### src/hw/tbio_pkg.sv
// package for the timer B-register i/o control block
// assumes a 16-bit counter per channel fed from outside
package tbio_pkg;
	localparam int TBIO_NCH = 3;
	localparam int TBIO_CW = 16;
	localparam int TBIO_AW = 8;
	// register byte addresses
	localparam logic [7:0] TBIO_OFS_CTRL1 = 8'h00;
	localparam logic [7:0] TBIO_OFS_CTRL2 = 8'h04;
	localparam logic [7:0] TBIO_OFS_CTRL3 = 8'h08;
	localparam logic [7:0] TBIO_OFS_AUX = 8'h0C;
	localparam logic [7:0] TBIO_OFS_GRB1 = 8'h10;
	localparam logic [7:0] TBIO_OFS_GRB2 = 8'h14;
	localparam logic [7:0] TBIO_OFS_GRB3 = 8'h18;
	localparam logic [7:0] TBIO_OFS_STAT = 8'h1C;
	// i/o control field positions
	localparam int TBIO_B_FUNC_SEL3 = 7;
	localparam int TBIO_B_FUNC_SEL2 = 6;
	localparam int TBIO_B_FUNC_SEL1 = 5;
	localparam int TBIO_B_FUNC_SEL0 = 4;
	// aux register field positions
	localparam int TBIO_AUX_PSC_LSB = 0;
	localparam int TBIO_AUX_PSC_MSB = 2;
	localparam int TBIO_AUX_BFB = 4;
	// status register field positions
	localparam int TBIO_STAT_PIN_LSB = 0;
	localparam int TBIO_STAT_OEN_LSB = 4;
	// reset values and special codes
	localparam logic [7:0] TBIO_CTRL_RST = 8'h00;
	localparam logic [15:0] TBIO_GRB_RST = 16'h0000;
	localparam logic [2:0] TBIO_PSC_RST = 3'h0;
	localparam logic [2:0] TBIO_PSC_UNDIV = 3'h0;
	// channel indices
	localparam int TBIO_CH1 = 0;
	localparam int TBIO_CH2 = 1;
	localparam int TBIO_CH3 = 2;
	// pin output actions on compare match
	typedef enum logic [1:0] {
		TBIO_ACT_NONE,
		TBIO_ACT_LOW,
		TBIO_ACT_HIGH,
		TBIO_ACT_TOGGLE
	} tbio_act_t;
endpackage

### src/hw/tbio_edge_det.sv
// two-stage synchroniser plus edge detector for one capture pin
// assumes the pin is asynchronous to sys_clk
`timescale 1ns/1ps
module tbio_edge_det import tbio_pkg::*; (
	// clock and reset
	input wire logic sys_clk,
	input wire logic rst,
	// pin sample
	input wire logic pin_in,
	// detected edges
	output logic rise,
	output logic fall
);
	typedef struct packed {
		logic meta;
		logic sync;
		logic prev;
	} tbio_ed_t;

	tbio_ed_t st;
	tbio_ed_t next_st;

	// sync then compare
	always_comb begin
		next_st = st;
		next_st.meta = pin_in;
		next_st.sync = st.meta;
		next_st.prev = st.sync;
	end

	always_ff @(posedge sys_clk or posedge rst) begin
		if (rst) begin
			st <= '0;
		end else begin
			st <= next_st;
		end
	end

	assign rise = st.sync & ~st.prev;
	assign fall = ~st.sync & st.prev;
endmodule

### src/hw/tbio_top.sv
// B-register i/o control for timer channels 1 to 3 behind an APB slave
// assumes counters, count ticks and the channel 0 C-register event
// come from the surrounding timer, all synchronous to sys_clk
//
// The APB register port and the placing of the registers were decided locally.
`timescale 1ns/1ps

// Overview of operation
// bit7 clear: output compare, bit6 initial level
// code x10 drives pin high on match
// code x11 toggles pin on match
// bit7 set: pin capture loads counter
// code 1000 captures on rising edge
// code 1001 captures on falling edge
// code 101x captures on both edges
// channel 1 code 11xx: channel 0 C event
// channel 3 code 11xx: channel 4 count
// undivided channel 4 clock blocks capture
// channel 0 D buffer mode disables events
// control fields reset to zero, read/write
// pin edges synchronised, then compared
// channel 2 code 11xx acts as pin capture
module tbio_top import tbio_pkg::*; (
	// clock and reset
	input wire logic sys_clk,
	input wire logic rst,
	// apb slave
	input wire logic psel,
	input wire logic penable,
	input wire logic pwrite,
	input wire logic [TBIO_AW-1:0] paddr,
	input wire logic [31:0] pwdata,
	output logic [31:0] prdata,
	output logic pready,
	output logic pslverr,
	// counters of channels 1 to 3
	input wire logic [TBIO_NCH-1:0][TBIO_CW-1:0] counter_ch,
	// channel 0 C-register compare match or capture pulse
	input wire logic gen_reg_c_ch0_event,
	// channel 4 count pulse, up or down
	input wire logic counter_ch4_tick,
	// channel 0 D-register event enable
	output logic gen_reg_d_ch0_enable,
	// timer B pins, output enable active low
	input wire logic [TBIO_NCH-1:0] timer_pin_b_in,
	output logic [TBIO_NCH-1:0] timer_pin_b_out,
	output logic [TBIO_NCH-1:0] timer_pin_b_oe_n,
	// capture load pulses for the B registers
	output logic [TBIO_NCH-1:0] capture_pulse
);
	typedef struct packed {
		logic [TBIO_NCH-1:0][7:0] ctrl;
		logic [TBIO_NCH-1:0][TBIO_CW-1:0] grb;
		logic [TBIO_NCH-1:0] pin_lvl;
		logic [TBIO_NCH-1:0] eq_prev;
		logic [TBIO_NCH-1:0] cap;
		logic [2:0] prescale_sel_ch4;
		logic buffer_mode_b;
		logic [31:0] rdata;
		logic err;
	} tbio_st_t;

	tbio_st_t st;
	tbio_st_t next_st;
	logic [TBIO_NCH-1:0] pin_rise;
	logic [TBIO_NCH-1:0] pin_fall;

	// output compare mode test
	function automatic logic is_compare(input logic [7:0] c);
		return ~c[TBIO_B_FUNC_SEL3];
	endfunction

	// pin action on compare match
	function automatic tbio_act_t match_act(input logic [7:0] c);
		unique case (c[TBIO_B_FUNC_SEL1:TBIO_B_FUNC_SEL0])
			2'h0: return TBIO_ACT_NONE;
			2'h1: return TBIO_ACT_LOW;
			2'h2: return TBIO_ACT_HIGH;
			2'h3: return TBIO_ACT_TOGGLE;
		endcase
	endfunction

	// capture decision for pin-sourced codes
	function automatic logic pin_capture(input logic [7:0] c,
			input logic r, input logic f);
		logic hit;
		hit = 1'b0;
		if (c[TBIO_B_FUNC_SEL1]) begin
			hit = r | f;
		end else if (c[TBIO_B_FUNC_SEL0]) begin
			hit = f;
		end else begin
			hit = r;
		end
		return hit;
	endfunction

	// register address decode
	function automatic logic addr_hit(input logic [TBIO_AW-1:0] a);
		unique case (a)
			TBIO_OFS_CTRL1, TBIO_OFS_CTRL2, TBIO_OFS_CTRL3,
			TBIO_OFS_AUX, TBIO_OFS_GRB1, TBIO_OFS_GRB2,
			TBIO_OFS_GRB3, TBIO_OFS_STAT: return 1'b1;
			default: return 1'b0;
		endcase
	endfunction

	// register slot i of a block of word registers
	function automatic logic slot_hit(input logic [TBIO_AW-1:0] a,
			input logic [TBIO_AW-1:0] base, input int i);
		return a == base + TBIO_AW'(4 * i);
	endfunction

	// pin enable per channel, low while driving
	function automatic logic [TBIO_NCH-1:0] pin_oe_n_f(
			input logic [TBIO_NCH-1:0][7:0] c);
		logic [TBIO_NCH-1:0] oe_n;
		oe_n = '1;
		for (int i = 0; i < TBIO_NCH; i++) begin
			// code x00 keeps output off
			oe_n[i] = ~(is_compare(c[i]) &&
				(c[i][TBIO_B_FUNC_SEL1:TBIO_B_FUNC_SEL0] != 2'h0));
		end
		return oe_n;
	endfunction

	// capture trigger for one channel
	function automatic logic chan_capture(input int ch,
			input logic [7:0] c, input logic r, input logic f,
			input logic cev, input logic tick,
			input logic [2:0] psc);
		logic hit;
		hit = 1'b0;
		if (is_compare(c)) begin
			hit = 1'b0;
		end else if (!c[TBIO_B_FUNC_SEL2]) begin
			// pin is the source
			// rising edge code
			// falling edge code
			// both edges code
			hit = pin_capture(c, r, f);
		end else if (ch == TBIO_CH1) begin
			// channel 0 C event
			hit = cev;
		end else if (ch == TBIO_CH3) begin
			// channel 4 count source
			// undivided clock blocks it
			hit = tick & (psc != TBIO_PSC_UNDIV);
		end else begin
			// channel 2 falls back to pin
			hit = pin_capture(c, r, f);
		end
		return hit;
	endfunction

	// compare match on entering equality
	function automatic logic match_edge(input logic [7:0] c,
			input logic eq, input logic was_eq, input logic wr);
		return is_compare(c) && eq && !was_eq && !wr;
	endfunction

	// pin level after a compare match
	function automatic logic next_level(input tbio_act_t act,
			input logic lvl);
		logic nl;
		nl = lvl;
		unique case (act)
			// drive low on match
			TBIO_ACT_LOW: nl = 1'b0;
			// drive high on match
			TBIO_ACT_HIGH: nl = 1'b1;
			// invert on match
			TBIO_ACT_TOGGLE: nl = ~lvl;
			TBIO_ACT_NONE: nl = lvl;
		endcase
		return nl;
	endfunction

	// status word: pin levels and enables
	function automatic logic [31:0] stat_word(
			input logic [TBIO_NCH-1:0] lvl,
			input logic [TBIO_NCH-1:0][7:0] c);
		logic [31:0] w;
		w = 32'h0000_0000;
		w[TBIO_STAT_PIN_LSB +: TBIO_NCH] = lvl;
		w[TBIO_STAT_OEN_LSB +: TBIO_NCH] = pin_oe_n_f(c);
		return w;
	endfunction

	// read data for one register address
	function automatic logic [31:0] read_word(
			input logic [TBIO_AW-1:0] a,
			input tbio_st_t s);
		logic [31:0] w;
		w = 32'h0000_0000;
		unique case (a)
			TBIO_OFS_CTRL1: w[7:0] = s.ctrl[TBIO_CH1];
			TBIO_OFS_CTRL2: w[7:0] = s.ctrl[TBIO_CH2];
			TBIO_OFS_CTRL3: w[7:0] = s.ctrl[TBIO_CH3];
			TBIO_OFS_AUX: begin
				w[TBIO_AUX_PSC_MSB:TBIO_AUX_PSC_LSB] =
					s.prescale_sel_ch4;
				w[TBIO_AUX_BFB] = s.buffer_mode_b;
			end
			TBIO_OFS_GRB1: w[TBIO_CW-1:0] = s.grb[TBIO_CH1];
			TBIO_OFS_GRB2: w[TBIO_CW-1:0] = s.grb[TBIO_CH2];
			TBIO_OFS_GRB3: w[TBIO_CW-1:0] = s.grb[TBIO_CH3];
			TBIO_OFS_STAT: w = stat_word(s.pin_lvl, s.ctrl);
			default: w = 32'h0000_0000;
		endcase
		return w;
	endfunction

	// pin edge detectors
	for (genvar i = 0; i < TBIO_NCH; i++) begin : g_edge
		tbio_edge_det u_edge (
			.sys_clk(sys_clk),
			.rst(rst),
			.pin_in(timer_pin_b_in[i]),
			.rise(pin_rise[i]),
			.fall(pin_fall[i])
		);
	end

	logic setup_ph;
	logic access_wr;
	assign setup_ph = psel & ~penable;
	assign access_wr = psel & penable & pwrite & addr_hit(paddr);

	always_comb begin
		logic [TBIO_NCH-1:0] cap_now;
		logic [TBIO_NCH-1:0] eq_now;
		logic [31:0] rd;
		tbio_act_t act;
		cap_now = '0;
		eq_now = '0;
		rd = 32'h0000_0000;
		act = TBIO_ACT_NONE;
		next_st = st;

		// capture source selection per channel
		for (int i = 0; i < TBIO_NCH; i++) begin
			cap_now[i] = chan_capture(i, st.ctrl[i],
				pin_rise[i], pin_fall[i], gen_reg_c_ch0_event,
				counter_ch4_tick, st.prescale_sel_ch4);
		end

		// apb register writes
		if (access_wr) begin
			unique case (paddr)
				TBIO_OFS_CTRL1, TBIO_OFS_CTRL2, TBIO_OFS_CTRL3: begin
					for (int i = 0; i < TBIO_NCH; i++) begin
						if (slot_hit(paddr, TBIO_OFS_CTRL1, i)) begin
							// field write
							next_st.ctrl[i] = pwdata[7:0];
							// initial level from bit6
							next_st.pin_lvl[i] =
								pwdata[TBIO_B_FUNC_SEL2];
						end
					end
				end
				TBIO_OFS_AUX: begin
					next_st.prescale_sel_ch4 =
						pwdata[TBIO_AUX_PSC_MSB:TBIO_AUX_PSC_LSB];
					next_st.buffer_mode_b = pwdata[TBIO_AUX_BFB];
				end
				TBIO_OFS_GRB1, TBIO_OFS_GRB2, TBIO_OFS_GRB3: begin
					for (int i = 0; i < TBIO_NCH; i++) begin
						if (slot_hit(paddr, TBIO_OFS_GRB1, i)) begin
							next_st.grb[i] = pwdata[TBIO_CW-1:0];
						end
					end
				end
				default: begin
				end
			endcase
		end

		// compare match and capture per channel
		for (int i = 0; i < TBIO_NCH; i++) begin
			eq_now[i] = counter_ch[i] == next_st.grb[i];
			if (match_edge(st.ctrl[i], eq_now[i], st.eq_prev[i],
					access_wr)) begin
				act = match_act(st.ctrl[i]);
				next_st.pin_lvl[i] = next_level(act, st.pin_lvl[i]);
			end
			// counter loads B register, over a bus write
			if (cap_now[i]) begin
				next_st.grb[i] = counter_ch[i];
			end
			next_st.cap[i] = cap_now[i];
			next_st.eq_prev[i] = eq_now[i];
		end

		// read data captured in the setup phase
		rd = read_word(paddr, st);
		if (setup_ph) begin
			next_st.rdata = pwrite ? 32'h0000_0000 : rd;
			next_st.err = ~addr_hit(paddr);
		end
	end

	always_ff @(posedge sys_clk or posedge rst) begin
		if (rst) begin
			// fields reset to zero
			st <= '0;
		end else begin
			st <= next_st;
		end
	end

	assign prdata = st.rdata;
	assign pready = 1'b1;
	assign pslverr = psel & penable & st.err;
	assign timer_pin_b_out = st.pin_lvl;
	assign timer_pin_b_oe_n = pin_oe_n_f(st.ctrl);
	assign capture_pulse = st.cap;
	// buffer mode kills D events
	assign gen_reg_d_ch0_enable = ~st.buffer_mode_b;
endmodule

### config.mk
export PLATFORM = sky130hd
export DESIGN_NAME = tbio_top
export DESIGN_NICKNAME = d
export VERILOG_FILES = /design/src/hw/tbio_pkg.sv /design/src/hw/tbio_edge_det.sv /design/src/hw/tbio_top.sv
export SDC_FILE = /design/constraint.sdc
export NUM_CORES = 1
export LEC_CHECK = 0
export BUFFER_PORTS_ARGS = -buffer_cell sky130_fd_sc_hd__buf_4
export CAP_MARGIN = 15
export CORE_ASPECT_RATIO = 1.75
export CORE_MARGIN = 5
export CORE_UTILIZATION = 45
export CTS_BUF_LIST = sky130_fd_sc_hd__clkbuf_8
export CTS_CLUSTER_SIZE = 40
export DETAILED_ROUTE_END_ITERATION = 6
export GPL_TIMING_DRIVEN = 0
export HOLD_SLACK_MARGIN = 0.03
export PLACE_DENSITY = 0.68
export SYNTH_ARGS = -nofsm -noshare
export SYNTH_HDL_FRONTEND = slang
export SYNTH_SLANG_ARGS = --single-unit
### constraint.sdc
create_clock -name sys_clk -period 4.16 [get_ports sys_clk]
set_clock_uncertainty 0.05 [all_clocks]
set_input_delay 0.416 -clock sys_clk [delete_from_list [all_inputs] [get_ports sys_clk]]
set_output_delay 0.416 -clock sys_clk [all_outputs]
set_load 0.005 [all_outputs]
==> metrics.cfg, run 1 <==
[run_status]
run_status = complete, no violations

[global_route]
vias_in_the_first_global_route = 5753
antenna_found_initial = 0
grt_pass1_wl_um = 33500
grt_use_total_pct = 26.0
maximum_number_of_pins_on_one_net_before_global_route_repair = 68
grt.overflow.total = 0

[sta]
layout_worst_path_cycle_share_pct = 74.3
finalCriticalPeriod_ns = 3.09
finalWorstSetupSlack_ns = 1.07
finalHoldWorstSlack_ns = 0.0800
maxSlewHeadroom_pct = 17.3
report.final.slew_viol_count = 0
grt_setup_unrepaired = no
tightest_slew_ns = 1.22
fmaxAchievable_mhz = 324
final-hold-violation-count = 0
setup_viol_count_final = 0

[flow_run]
drv.max_cap_violation_count = 0

[final_layout]
antenna_cells = 0
drive_above_1_share_pct = 24.6
fillerInstances = 1347
mostFrequentLayoutCells = 136 x buf_4, 111 x dfrtp_1, 48 x nor2_1
post_layout_nonfiller_instances = 969
final_common_cell = buf_4
layout-area-overhead-vs-synth_pct = 18.4
finalNetCount = 888
post-route-cell-area_um2 = 7780

[die]
die-height_um = 170
die_area_um2 = 17200
core.rowCount = 58
coreArea_um2 = 14400
dieWidth_um = 101
start_util_pct = 45.7
num_io_pins = 142

[route]
route.detailed.wl_per_inst_um = 22.9
drt-initial-drc-count = 461
dr_total_vias = 5611
drc_violation_count_after_routing = 0
detail_route.wirelength_um = 22200
route.antenna.remaining_nets = 0
firstDrtPassIters = 6
detail_route.vias_per_cell = 5.79

[clock_tree]
clock_tree_from_tritoncts = built
post_cts_buffers = 0
clock_sinks = 111
clockBufferDepth = 2
cts.repair.resized = 0
htree_levels = 3
cts_hold_repair.buffers = 0
clk_latency_ns = 0.38
tritoncts_buffer_count = 9
clkSlewWorstSetupHoldPaths_ns = 0.12
clock_root_buffer = clkbuf_8

[critical_path]
worst_r2r_startpoint = st[93]
crit_path_end = timer_pin_b_out[1]
critical_path.startpoint_type = primary input
ff2ff_path_depth = 7
cp-end-kind = register
worst-endpoint-arrival_ns = 3.33
crit_path_start = paddr[1]
start_to_end_type_of_the_worst_setup_path = in2reg
critPathRequiredTime_ns = 4.40
crit_fanout = 9
worst_r2r_endpoint = timer_pin_b_out[2]
rrSetupSlack_ns = 1.77

[synth]
synth_area_per_cell_um2 = 9.96
synth-main-ff-cell = dfrtp_1
post_synth_cell_types = 66
number_of_instances_in_the_synthesized_netlist = 660
async_reset_ff_share_pct = 100
synth_edf_count = 0
synthesized_cell_area_um2 = 6570
flip_flop_and_latch_count_after_synthesis = 111
seq_area_frac_synth_pct = 42.3
ys.warnings.count = 0

[power_and_ir_drop]
p_leak_nw = 3.77
p_int_w = 0.00145
switching_share_pct = 28.8
power_density_of_the_placed_cells_nw_per_um2 = 262
power_frac_comb_pct = 13.9
total_power_w = 0.00204
switchingPower_w = 0.000589
power.sequential.fraction_pct = 55.3
clock_power_share_pct = 30.7
vdd_drop_max_mv = 0.189

[placement]
pre_cts_ws_ns = 0.660
number_of_buffers_added_on_ports = 97
placed_cells_incl_taps = 953
place.gp.congestion = 0.964
postPlaceCellArea_um2 = 7600
dp_hpwl_um = 17500

[hold_path]
min_path_type = in2reg
hold_path_startpoint = timer_pin_b_in[0]

-- sequential cells by signal, indices dropped and copies added (netlist names) --
register               cells
capture_pulse              3
g_edge.u_edge.next_st      6
g_edge.u_edge.st           3
prdata                    16
st                        80
timer_pin_b_out            3
-- layer usage --
metal / vias to the layer above / wire length, um / GRT usage, %
met5: - / 0 / 0
met1: 2759 / 8080 / 29.5
li1: 2569 / - / -
met2: 225 / 11800 / 46.9
met4: 0 / 1240 / 12.7
met3: 58 / 1080 / 3.45
-- per-stage QoR --
step	utilization [%]	TNS (ns)
floorplan	-	0
CTS	54.2	0
detailed placement	52.9	0
finish	54.2	0
global placement	52.8	-61.48
global route	54.2	0
-- Yosys cell counts (all sizes together), types with 5 or more instances --
master,count,share of area [%]
a222oi,11,1.7
nand2,39,2.2
nor2,48,2.7
nand4,9,0.86
mux2,26,4.5
mux2i,46,7.0
a211oi,6,0.76
a31oi,5,0.48
nor2b,5,0.48
or3,6,0.65
o21ai,32,2.4
a21oi,36,2.7
xnor2,43,5.7
inv,17,0.97
and2,6,0.57
nor3,10,1.0
a221oi,6,1.1
ha,6,1.1
dfrtp,111,42
nand3,6,0.46
a22oi,18,2.1
a21o,5,0.57
xor2,27,3.6
clkbuf,31,1.8
nor4,9,0.86
buf,46,5.1
-- area by class of cell --
cell class	instances	area [um^2]	share of cell area, %
clock inverter	7	55.1	0.707
clock buffer	9	124	1.59
timing repair buffer	98	748	9.61
inverter	17	66.3	0.852
sequential	111	2780	35.7
tap	180	225	2.89
multi-input combinational	470	3330	42.8
buffer	77	454	5.84
-- worst min path at each step --
stage                                  endpoint  slack, ns  cells past startpoint
finish              g_edge[0].u_edge.next_st[1]       0.08                      1
detailed placement  g_edge[0].u_edge.next_st[0]       0.29                      0
CTS                 g_edge[1].u_edge.next_st[1]       0.07                      1
floorplan           g_edge[0].u_edge.next_st[0]       0.28                      0
global route        g_edge[2].u_edge.next_st[1]       0.06                      1
global placement    g_edge[1].u_edge.next_st[0]       0.29                      0
-- logic make-up after synthesis --
kind of cell / count (synthesis) / share of synthesized area [%]
AO/OA/AOI/OAI: 147 / 15.5
XOR/XNOR: 70 / 9.33
adder cells (fa/ha/maj): 6 / 1.14
buffers and inverters: 94 / 7.88
flip-flops: 111 / 42.3
multiplexers: 72 / 11.5
other: 2 / 0.114
AND/OR/NAND/NOR: 158 / 12.3
-- power by group through the flow --
stage | Sequential [W] | Clock [W] | Combinational (W)
5_1_grt | 0.00113 | 0.000681 | 0.000310
3_3_place_gp | 0.00115 | 0 | 0.000276
2_1_floorplan | 0.00114 | 0 | 0.000150
3_5_place_dp | 0.00115 | 0 | 0.000283
6_report | 0.00113 | 0.000628 | 0.000285
4_1_cts | 0.00113 | 0.000639 | 0.000284
-- critical path, cell delays in order --
cell and delay, ns:
buf_4 0.13, or4b_1 0.50, clkbuf_1 0.22, nor3_2 0.67, mux2i_1 0.35, xnor2_1 0.13
nor4_1 0.46, a31oi_1 0.15, a311oi_1 0.28
Power figures use the tool's default switching activity.
==> run 2, diff against run 1 <==
--- a/config.mk
+++ b/config.mk
@@ -15,7 +15,7 @@
 export DETAILED_ROUTE_END_ITERATION = 6
 export GPL_TIMING_DRIVEN = 0
 export HOLD_SLACK_MARGIN = 0.03
-export PLACE_DENSITY = 0.68
+export PLACE_DENSITY = 0.71
 export SYNTH_ARGS = -nofsm -noshare
 export SYNTH_HDL_FRONTEND = slang
 export SYNTH_SLANG_ARGS = --single-unit
==> constraint.sdc (replaced) <==
create_clock -name sys_clk -period 2.62 [get_ports sys_clk]
set_clock_uncertainty 0.05 [all_clocks]
set_input_delay 0.262 -clock sys_clk [delete_from_list [all_inputs] [get_ports sys_clk]]
set_output_delay 0.262 -clock sys_clk [all_outputs]
set_load 0.005 [all_outputs]
==> metrics.cfg, run 2 (synthesized netlist as in run 1, its figures left out) <==
[run_status]
run_status = complete, no violations

[die]
coreArea_um2 = 14400
die-height_um = 170
core.rowCount = 58
num_io_pins = 142
start_util_pct = 45.7
dieWidth_um = 101
die_area_um2 = 17200

[placement]
dp_hpwl_um = 17600
pre_cts_ws_ns = -0.696
place.gp.congestion = 0.985
number_of_buffers_added_on_ports = 97
postPlaceCellArea_um2 = 7640

[sta]
maxSlewHeadroom_pct = 29.6
tightest_slew_ns = 1.04
finalWorstSetupSlack_ns = 0.0857
fmaxAchievable_mhz = 395
report.final.slew_viol_count = 0
grt_setup_unrepaired = no
layout_worst_path_cycle_share_pct = 96.7
final-hold-violation-count = 0
finalCriticalPeriod_ns = 2.53
setup_viol_count_final = 0

[power_and_ir_drop]
p_leak_nw = 3.83
vdd_drop_max_mv = 0.295
total_power_w = 0.00326
power_density_of_the_placed_cells_nw_per_um2 = 412

[route]
detail_route.wirelength_um = 22300
drc_violation_count_after_routing = 0
detail_route.vias_per_cell = 5.76
route.antenna.remaining_nets = 0
route.detailed.wl_per_inst_um = 22.9
dr_total_vias = 5621
drt-initial-drc-count = 379
firstDrtPassIters = 5

[global_route]
grt_use_total_pct = 26.3
grt.overflow.total = 0
vias_in_the_first_global_route = 5912
grt_pass1_wl_um = 33800
maximum_number_of_pins_on_one_net_before_global_route_repair = 41
antenna_found_initial = 0

[final_layout]
post-route-cell-area_um2 = 7910
antenna_cells = 0
final_common_cell = buf_4
finalNetCount = 895
layout-area-overhead-vs-synth_pct = 20.4
fillerInstances = 1353
mostFrequentLayoutCells = 138 x buf_4, 111 x dfrtp_1, 48 x nor2_1
largest_reg_flops = 80
largest-register = st
drive_above_1_share_pct = 25.3

[critical_path]
critical_path.startpoint_type = primary input
worst-endpoint-arrival_ns = 2.73
start_to_end_type_of_the_worst_setup_path = in2reg
critPathRequiredTime_ns = 2.82
crit_fanout = 10
cp-end-kind = register

[clock_tree]
clock_root_buffer = clkbuf_8
htree_levels = 3
clock_sinks = 111
clockBufferDepth = 2
clk_latency_ns = 0.39
clock_tree_from_tritoncts = built
tritoncts_buffer_count = 9
clkSlewWorstSetupHoldPaths_ns = 0.11

[hold_path]
min_path_type = in2reg

[flow_run]
drv.max_cap_violation_count = 0

## run 2: timing repair
item / CTS / global route
gates resized for setup: 1 / 5
pin swaps: 1 / 0
gates cloned: 0 / 0
endpoints found under the setup margin: 2 / 4
endpoints found under the hold margin: 31 / 0
setup buffers: 2 / 0
hold buffers: 4 / 0
## run 2: routing by layer
metal,track usage [%],vias to the layer above,share of wire [%]
met5,0,-,0
met4,18.1,0,8.0
met3,4.06,81,5.7
met2,44.6,255,50
met1,29.8,2715,36
li1,-,2570,-
## run 2: layout make-up
cell class                      count  area [um^2]  area share, %
Sequential cell                   111         2780           35.1
Clock buffer                       10          138           1.74
Clock inverter                      6         42.5          0.538
Multi-Input combinational cell    470         3370           42.7
Timing Repair Buffer              105          823           10.4
Inverter                           17         67.6          0.854
Buffer                             77          462           5.84
Tap cell                          180          225           2.85
## run 2: worst paths after layout
path,from,endpoint,slack [ns],cells past startpoint
worst max-delay path,pwdata[2],timer_pin_b_out[0],0.09,8
worst min-delay path,counter_ch[15],st[61],0.07,3
worst max register to register,g_edge[2].u_edge.next_st[0],st[87],0.40,7
worst min register to register,g_edge[2].u_edge.next_st[1],g_edge[2].u_edge.next_st[0],0.32,0
max in group asynchronous,rst,st[107],1.04,5
min in group asynchronous,rst,capture_pulse[2],0.55,3
## run 2: per-stage QoR
stage / util, % / hold WS (ns) / TNS, ns / std cells
after global routing: 55.1 / 0.0590 / 0 / 976
final: 55.1 / 0.0737 / 0 / 976
after CTS: 54.9 / 0.0532 / 0 / 976
after global placement: 52.9 / 0.286 / -3.69 / 952
after detailed placement: 53.2 / 0.287 / -4.53 / 954
after floorplan: - / 0.243 / 0 / 675
## run 2: where the power goes
part / switching (W) / internal, W / total (W)
Combinational: 0.000258 / 0.000210 / 0.000468
Sequential: 0.0000456 / 0.00175 / 0.00180
Clock: 0.000618 / 0.000379 / 0.000997
## run 2: critical path, cell delays in order
cell and delay, ns:
clkbuf_1 0.60, xor2_1 0.14, nor4_1 0.41, nand2_1 0.09
or4_4 0.56, a221oi_4 0.36, and4_1 0.25, a211oi_2 0.05
